===== config.mk =====
export PLATFORM = sky130hd
export DESIGN_NAME = polled_input_monitor
export DESIGN_NICKNAME = d
export VERILOG_FILES = /design/src/core/poll_pkg.sv /design/src/core/polled_input_monitor.sv /design/src/core/pin_match.sv
export SDC_FILE = /design/constraint.sdc
export NUM_CORES = 1
export LEC_CHECK = 0
export BUFFER_PORTS_ARGS = -buffer_cell sky130_fd_sc_hd__buf_2
export CORE_MARGIN = 4
export CORE_UTILIZATION = 48
export CTS_CLUSTER_DIAMETER = 150
export CTS_CLUSTER_SIZE = 24
export DETAILED_ROUTE_END_ITERATION = 12
export GPL_TIMING_DRIVEN = 0
export HOLD_SLACK_MARGIN = 0.15
export PLACE_DENSITY = 0.77
export RECOVER_POWER = 25
export SLEW_MARGIN = 20
export SYNTH_ARGS = -nofsm -noshare
export SYNTH_HDL_FRONTEND = slang
export SYNTH_SLANG_ARGS = --single-unit

===== constraint.sdc =====
create_clock -name clk -period 6.8 [get_ports clk]
set_input_delay 2.04 -clock clk [delete_from_list [all_inputs] [get_ports clk]]
set_output_delay 2.04 -clock clk [all_outputs]
set_load 0.01 [all_outputs]

===== src/core/poll_pkg.sv =====
// Purpose: constants and types for the polled input monitor
// Assumes: 16 pins per bank, two banks
// Notes: status image mirrors scratchpad words 128..135
package poll_pkg;
    localparam int unsigned NUM_PINS = 16;
    localparam int unsigned NUM_BANKS = 2;
    localparam int unsigned PIN_SEL_W = 4;
    localparam logic [7:0] STATUS_FIRST = 8'h80;
    localparam logic [7:0] STATUS_LAST = 8'h87;
    localparam int unsigned STATUS_WORDS = 8;
    localparam logic [15:0] MASK_RESET = 16'h0000;
    localparam logic [15:0] LEVEL_RESET = 16'h0000;
    localparam logic [7:0] BYTE_RESET = 8'h00;

    typedef enum logic [1:0] {
        ST_IDLE = 2'b00,
        ST_POLL = 2'b01,
        ST_WAIT = 2'b10
    } poll_state_e;
endpackage : poll_pkg


===== src/core/polled_input_monitor.sv =====
// Purpose: poll monitored pins between instructions and run the response
// Assumes: pins synchronous to clk; instr_done marks instruction boundary
// Notes: status bytes readable by scratchpad address 128..135
// Summary of operation
// - pin selector 0..15 per input; configured pin forced to input.
// - per-pin active level bit: 0 watches low, 1 watches high.
// - sample all monitored pins once after each instruction, before fetch.
// - per poll: nothing, outputs, run slot on detection, stall until detection, or any mix.
// - poll status kept at scratchpad locations 128 through 135.
// - both banks' pins checked every poll regardless of selected bank.
// - response chosen by mode, output and run settings, not input setup.
// - any monitored pin active meets the poll condition (logical OR).
module polled_input_monitor
    import poll_pkg::*;
(
    input wire logic clk,                  // clock
    input wire logic rst,                  // async reset, high
    input wire logic cfg_in_we,            // poll_input_config strobe
    input wire logic cfg_in_bank,          // bank of configured pin
    input wire logic [3:0] cfg_in_pin,     // pin selector
    input wire logic cfg_in_level,         // active level
    input wire logic cfg_clear,            // drop all monitored pins
    input wire logic mode_out_en,          // poll_mode_select: drive outputs
    input wire logic mode_latch,           // poll_mode_select: latch outputs
    input wire logic mode_run_en,          // poll_mode_select: run slot
    input wire logic mode_enable,          // poll_mode_select: polling on
    input wire logic poll_wait_command,    // stall until condition
    input wire logic [31:0] out_mask,      // poll_output_config pins, 2 banks
    input wire logic [31:0] out_level,     // poll_output_config levels
    input wire logic [2:0] poll_run_config, // program slot to launch
    input wire logic instr_done,           // instruction completed pulse
    input wire logic [15:0] pins_main,     // bank 0 pin levels
    input wire logic [15:0] pins_aux,      // bank 1 pin levels
    input wire logic [7:0] sp_addr,        // scratchpad read address
    output logic [7:0] sp_rdata,           // scratchpad status byte
    output logic sp_hit,                   // address in status range
    output logic [31:0] dir_input,         // pins forced to input
    output logic [31:0] out_drive,         // polled output values
    output logic [31:0] out_oe,            // polled output enables
    output logic run_req,                  // launch program pulse
    output logic [2:0] run_slot,           // slot to launch
    output logic fetch_hold,               // stall next fetch
    output logic poll_active               // last poll met condition
);
    ////////////////////////////////////////////////////////////////////////
    // registered state of the monitor
    typedef struct packed {
        poll_state_e state;
        logic [31:0] mask;
        logic [31:0] level;
        logic [31:0] drive;
        logic [31:0] oe;
        logic [15:0] hit_main;
        logic [15:0] hit_aux;
        logic active;
        logic latched;
        logic run;
        logic [2:0] slot;
        logic [7:0] rdata;
    } mon_s;

    mon_s cur_ff;
    mon_s nxt_cur;
    logic [15:0] hit_m;
    logic [15:0] hit_a;
    logic any_hit;
    logic [4:0] cfg_idx;
    logic [31:0] cfg_mask;
    logic [31:0] cfg_level;
    logic in_poll;
    logic in_wait;
    logic poll_take;
    logic sample_now;
    logic mode_drop;
    logic resp_hold;
    logic resp_latch;
    logic resp_run;
    logic resp_stall;
    logic [31:0] resp_drive;
    logic in_range;
    logic [7:0] rd_byte;
    logic [7:0] status_b [STATUS_WORDS];

    ////////////////////////////////////////////////////////////////////////
    // one level compare per bank
    pin_match u_main (
        .pins(pins_main),
        .mask(cur_ff.mask[15:0]),
        .level(cur_ff.level[15:0]),
        .hit(hit_m)
    );
    pin_match u_aux (
        .pins(pins_aux),
        .mask(cur_ff.mask[31:16]),
        .level(cur_ff.level[31:16]),
        .hit(hit_a)
    );

    // both banks always take part, whatever bank the program uses
    assign any_hit = |{hit_m, hit_a};

    ////////////////////////////////////////////////////////////////////////
    // pin set-up: flat index is bank * 16 + pin; clear wins over add
    assign cfg_idx = {cfg_in_bank, cfg_in_pin};

    always_comb begin
        cfg_mask = cur_ff.mask;
        cfg_level = cur_ff.level;
        if (cfg_clear) begin
            cfg_mask = {MASK_RESET, MASK_RESET};
            cfg_level = {LEVEL_RESET, LEVEL_RESET};
        end else if (cfg_in_we) begin
            cfg_mask[cfg_idx] = 1'b1;
            cfg_level[cfg_idx] = cfg_in_level;
        end
    end

    ////////////////////////////////////////////////////////////////////////
    // poll points: once per finished instruction, every cycle when stalled
    assign in_poll = (cur_ff.state == ST_POLL);
    assign in_wait = (cur_ff.state == ST_WAIT);
    assign poll_take = in_poll && mode_enable && instr_done;
    assign sample_now = poll_take || in_wait;
    assign mode_drop = !mode_enable && (cur_ff.state != ST_IDLE);

    ////////////////////////////////////////////////////////////////////////
    // response decode: mode, output and run set-up choose it
    always_comb begin
        resp_hold = mode_latch && cur_ff.latched;
        resp_latch = mode_latch && any_hit;
        resp_drive = any_hit ? out_level : ~out_level;
        resp_run = mode_run_en && any_hit;
        resp_stall = poll_wait_command && !any_hit;
    end

    ////////////////////////////////////////////////////////////////////////
    // next state of the monitor
    always_comb begin
        nxt_cur = cur_ff;
        nxt_cur.run = 1'b0;
        nxt_cur.mask = cfg_mask;
        nxt_cur.level = cfg_level;
        nxt_cur.rdata = rd_byte;
        if (sample_now) begin
            nxt_cur.hit_main = hit_m;
            nxt_cur.hit_aux = hit_a;
            nxt_cur.active = any_hit;
        end
        unique case (cur_ff.state)
            ST_IDLE: begin
                if (mode_enable) begin
                    nxt_cur.state = ST_POLL;
                end
            end
            ST_POLL: begin
                if (poll_take && mode_out_en) begin
                    nxt_cur.oe = out_mask;
                    if (!resp_hold) begin
                        nxt_cur.drive = resp_drive;
                    end
                    if (resp_latch) begin
                        nxt_cur.latched = 1'b1;
                    end
                end
                if (poll_take && resp_run) begin
                    nxt_cur.run = 1'b1;
                    nxt_cur.slot = poll_run_config;
                end
                if (poll_take && resp_stall) begin
                    nxt_cur.state = ST_WAIT;
                end
            end
            ST_WAIT: begin
                // stall ends on the first cycle a pin is active
                if (any_hit) begin
                    nxt_cur.state = ST_POLL;
                end
            end
            default: begin
                nxt_cur.state = ST_IDLE;
            end
        endcase
        // polling off drops the stall, the latch and the output enables
        if (mode_drop) begin
            nxt_cur.state = ST_IDLE;
            nxt_cur.latched = 1'b0;
            nxt_cur.oe = 32'h0000_0000;
        end
    end

    always_ff @(posedge clk or posedge rst) begin
        if (rst) begin
            cur_ff <= '0;
        end else begin
            cur_ff <= nxt_cur;
        end
    end

    ////////////////////////////////////////////////////////////////////////
    // status image of scratchpad bytes 128..135
    always_comb begin
        status_b[0] = cur_ff.hit_main[7:0];
        status_b[1] = cur_ff.hit_main[15:8];
        status_b[2] = cur_ff.hit_aux[7:0];
        status_b[3] = cur_ff.hit_aux[15:8];
        status_b[4] = {4'h0, cur_ff.latched, cur_ff.run, cur_ff.active,
                       mode_enable};
        status_b[5] = {5'h00, cur_ff.slot};
        status_b[6] = {6'h00, cur_ff.state};
        status_b[7] = BYTE_RESET;
    end

    assign in_range = (sp_addr >= STATUS_FIRST) && (sp_addr <= STATUS_LAST);

    // base is aligned to eight, so the low bits pick the byte
    always_comb begin
        rd_byte = BYTE_RESET;
        if (in_range) begin
            rd_byte = status_b[sp_addr[2:0]];
        end
    end

    ////////////////////////////////////////////////////////////////////////
    assign sp_hit = in_range;
    assign sp_rdata = cur_ff.rdata;
    assign dir_input = cur_ff.mask;
    assign out_drive = cur_ff.drive;
    // an output enable never reaches a monitored input
    assign out_oe = cur_ff.oe & ~cur_ff.mask;
    assign run_req = cur_ff.run;
    assign run_slot = cur_ff.slot;
    assign fetch_hold = in_wait;
    assign poll_active = cur_ff.active;
endmodule : polled_input_monitor


===== src/core/pin_match.sv =====
// Purpose: per-bank active level comparison of monitored pins
// Assumes: level bit 0 watches low, 1 watches high
// Notes: combinational
module pin_match
    import poll_pkg::*;
(
    input wire logic [15:0] pins,  // sampled pin levels
    input wire logic [15:0] mask,  // monitored pins
    input wire logic [15:0] level, // active level per pin
    output logic [15:0] hit        // pin at its active level
);
    assign hit = mask & ~(pins ^ level);
endmodule : pin_match


# After elaboration in Yosys (flattened, before gate mapping)
# Index checks and enable logic that the tools add are counted.
# word_totals
reg_bits	176
inputBits	123
out_inout_bits	111
word_cells	86
# op_classes
n_lt_le_gt_ge	5
n_eq_ne	5
mux	25
bitwise	12
n_reduce_logical	27
# op_table
operator	count
32-bit two-way mux	8
32-bit inverter	2
16-bit AND	2
32-bit AND	1
32-bit bitwise mux	1
16-bit inverter	2
32-bit bitwise OR	1
32-bit OR reduction	1
16-bit bitwise XOR	2
8-bit binary-select mux with 3-bit select	1
8-bit two-way mux	3
1-bit logical AND	12
2-bit nonzero test	5
3-bit AND reduction	3
8-bit >= comparator (second input constant)	1
8-bit <= comparator (second input constant)	1
2-bit two-way mux	4
5-bit by 6-bit less-than comparator with 1-bit output (second input constant)	1
2-bit one-hot mux with 3 select lines	1
1-bit demux with 5-bit select	1
5-bit by 1-bit >= comparator with 1-bit output (second input constant)	1
5-bit two-way mux	1
4-bit >= comparator (second input constant)	1
1-bit two-way mux	4
12 further kinds	14

# Longest topological paths before layout
# logic_depth
ltp_word	10
ltp_mapped	9
mapped_depth_nobuf	6

# Hierarchy
# From an unflattened synthesis, not the netlist that was laid out.
# hier_totals
cells_unflattened	936
area_unflattened_um2	8881.0
# modules_own_cells
module	n_inst	cells_per_inst	area_per_inst_um2	seq_area_each_um2
polled_input_monitor	1	872	8400.6	4404.2
pin_match	2	32	240.2	0.0

# Worst setup path before layout
# OpenSTA, ideal clock, no wires.
# synth_timing
kind	in2out
from	in sp_addr[3]
to	out sp_hit
t_arrival_ns	2.836
t_required_ns	4.760
setup_slack_ns	1.924
stages	3
n_path_buf	1
cell_sequence	or4_1 -> clkbuf_1 -> inv_1
# synth_via
elab_chain_cells	2
word_cells_on_any_way	3
classes_between	2 x order compare; 1 x reduce/logical
# synth_lines
item	line_no	source
from (decl)	polled_input_monitor.sv:34	input wire logic [7:0] sp_addr,
8-bit >= comparator / 8-bit <= comparator (equally long branches)	polled_input_monitor.sv:213	assign in_range = (sp_addr >= STATUS_FIRST) && (sp_addr <= STATUS_LAST);
1-bit logical AND *	polled_input_monitor.sv:213	
to (decl)	polled_input_monitor.sv:36	output logic sp_hit,
# Every way passes the cells marked *; elsewhere a longest branch is shown, timed or not.

# Final worst setup path
# Same ends and word-level chain as after synthesis.

==> impl_results.md <==
* Worst clock skew at 8.12 ps
* DP HPWL at 19800 um
* Synth Instances at 977
* Post-synth top area cell: dfrtp_1
* Startpoint types: input port
* Ys async rst share at 100%
* Yosys reg bits at 176
* Worst EP arrival at 3060 ps
* Final hold vios at 0
* Die width at 144 um
* Synth area leaders: dfrtp_1, nand2_1, buf_4
* Synth unique cells at 39
* R2R Setup Slk at 4020 ps
* Die Height at 144 um
* Synth warn at 0
* DRC Markers at 0
* Total Routing Usage GR at 25.2%
* R2R depth at 8
* Max H-tree Level at 4
* TritonCTS buffer count at 17
* Io pins at 234
* Drt first pass iters at 6
* PwrDens at 249 nW/um^2
* Worst skew pair latency at 430 ps
* Max Slew Vio Count at 0
* Largest net degree at the start of global routing at 31
* Die Area at 20800 um^2
* Drt total wl at 26300 um
* WL/cell at 17.9 um
* # clock sinks at 176
* Highest Clock Rate at 196 MHz
* Min-delay src: cur_ff[24]
* Required time worst endpoint at 4760 ps
* Vias per cell at 5.41
* Global-route wire length before repair at 40500 um
* Dominant register cell in the synthesized netlist: dfrtp_1
* # Post-CTS Setup Buffers at 0
* Hold depth at 2
* Final Total Pwr at 2.75 mW
* Resize count post-CTS at 0
* Worst-path clk slew at 60 ps
* PortBufs at 226
* RSZ-0062 raised after global routing: no
* Area of the mapped netlist at 8930 um^2
* Layout cells sized above 1 at 29.9%
* Leakage at 5.32 nW
* Crit Path Category: input port to output pin
* Final period utilization at 75.1%
* Area growth from synthesis to layout at 23.6%
* # setup viols final at 0
* Remaining antenna violation count at 0
* # nets final at 1351
* Crit path time final at 5100 ps
* Synth top area share at 49.3%
* Relative slew slack at 1.19%
* R2r startpoint: cur_ff[175]
* Critical R2R Capture: out_drive[0]
* CTS Hold Buffers Added at 0
* Crit-path max FO at 9
* Kind of end point of the critical path: output pin
* GRT overflow at 0
* Clock root cell: clkbuf_16
* Synthesized net count at 1100
* Post-synthesis area per instance at 9.14 um^2
* Sequential area share after synthesis at 49.3%
* Via count at 7973
* Routability congestion estimate at 0.936
* Slew @ Worst Pin at 1480 ps
* Most frequent cells after synthesis: dfrtp_1, nand2_1, nor2_1
* Max VDD drop at 0.180 mV
* HP Class: flop to flop
* Post-Route Utilization at 60.8%
* Worst Hold End: cur_ff[24]
* EDFF count, synth at 0
* Initial Util at 49.2%
* Vias in the first global route at 7804
* Max_cap viols at 0
* CTS tree: done
* CTS Buffer Depth at 2
* # rows at 49
* Initial DRC Count at 641
* Initial antenna violation count at 4
* CORE AREA at 18100 um^2
* Final TNS setup at 0 ps
* Outcome: complete, no violations
* Most frequent cell after synthesis: dfrtp_1
==> through the flow <==
| stage | instances | hold WS, ps | area [um^2] | setup WS, ps |
|---|---|---|---|---|
| 2_1_floorplan | 977 | 445 | 8930 | 1920 |
| 3_3_place_gp | 1432 | 457 | 10300 | 1400 |
| 3_5_place_dp | 1438 | 467 | 10500 | 1680 |
| 4_1_cts | 1470 | 481 | 11100 | 1680 |
| 5_1_grt | 1472 | 503 | 11000 | 1480 |
| 6_report | 1473 | 484 | 11000 | 1700 |
==> layout by cell type (no fill, tap or decap), types with 3 or more instances in the layout <==
cell type   count
a211oi_1        4
a21oi_1        42
a31oi_1        35
and2_1          3
buf_1           9
buf_12          3
buf_2         232
buf_4          75
buf_6           5
clkbuf_1       50
clkbuf_16      17
clkbuf_8        3
clkinvlp_4      5
dfrtp_1       176
diode_2         3
mux2_2          8
mux2i_1         6
mux4_2          8
nand2_1       159
nand3_1        14
nand3b_1        5
nand4_1         6
nor2_1        115
nor2b_1        34
nor3_1         12
nor3b_1         6
nor4_1          3
o21ai_0        81
o31ai_1        32
or4_1          34
xnor2_1        32
==> area by class of cell <==
cell class	count	area (um^2)
Antenna cell	3	7.51
Clock inverter	11	129
Fill cell	1578	7110
Timing Repair Buffer	232	1200
Sequential cell	176	4400
Tap cell	229	287
Clock buffer	21	470
Buffer	141	856
Inverter	3	12.5
Multi-Input combinational cell	657	3660
==> worst max path at each step <==
stage	from	end	slack, ps	depth (start not counted)
after floorplan	sp_addr[3]	sp_hit	1920	3
after global placement	rst	cur_ff[68]	1400	2
after detailed placement	sp_addr[6]	sp_hit	1680	6
after CTS	sp_addr[6]	sp_hit	1680	6
after global routing	rst	cur_ff[31]	1480	4
final	sp_addr[3]	sp_hit	1700	5
==> layer usage <==
layer / part of all wire, % / vias up / global-route usage, %
met5: 0.080 / - / 0
met4: 3.4 / 4 / 10.3
met3: 7.6 / 68 / 5.46
met2: 48 / 340 / 40.6
met1: 41 / 3768 / 33.2
li1: - / 3793 / -
==> cells by family after synthesis <==
logic type	count (synthesis)	share of synthesized area (%)
DFF	176	49.3
and+or+nand+nor	404	21.3
muxes	22	3.70
AOI/OAI and AO/OA	199	12.9
xor gates and xnor gates	32	3.14
buffers and inverters	144	9.71
==> critical path, cell delays in order <==
cell and delay (ps):
buf_2 90, or4_1 500, clkbuf_1 220, inv_1 90, buf_2 120
==> state kept, by name, indices dropped and copies added (netlist names) <==
| name | cells |
|---|---|
| dir_input | 32 |
| out_drive | 32 |
| cur_ff | 99 |
| poll_active | 1 |
| run_slot | 3 |
| sp_rdata | 8 |
| run_req | 1 |
==> power by group <==
group / switching, mW / internal, mW / leakage (nW)
combinational: 0.284 / 0.275 / 2.69
sequential: 0.0571 / 1.14 / 2.35
clock: 0.422 / 0.573 / 0.278
total: 0.763 / 1.99 / 5.32
Note: power is estimated with default switching activity, not from simulation.
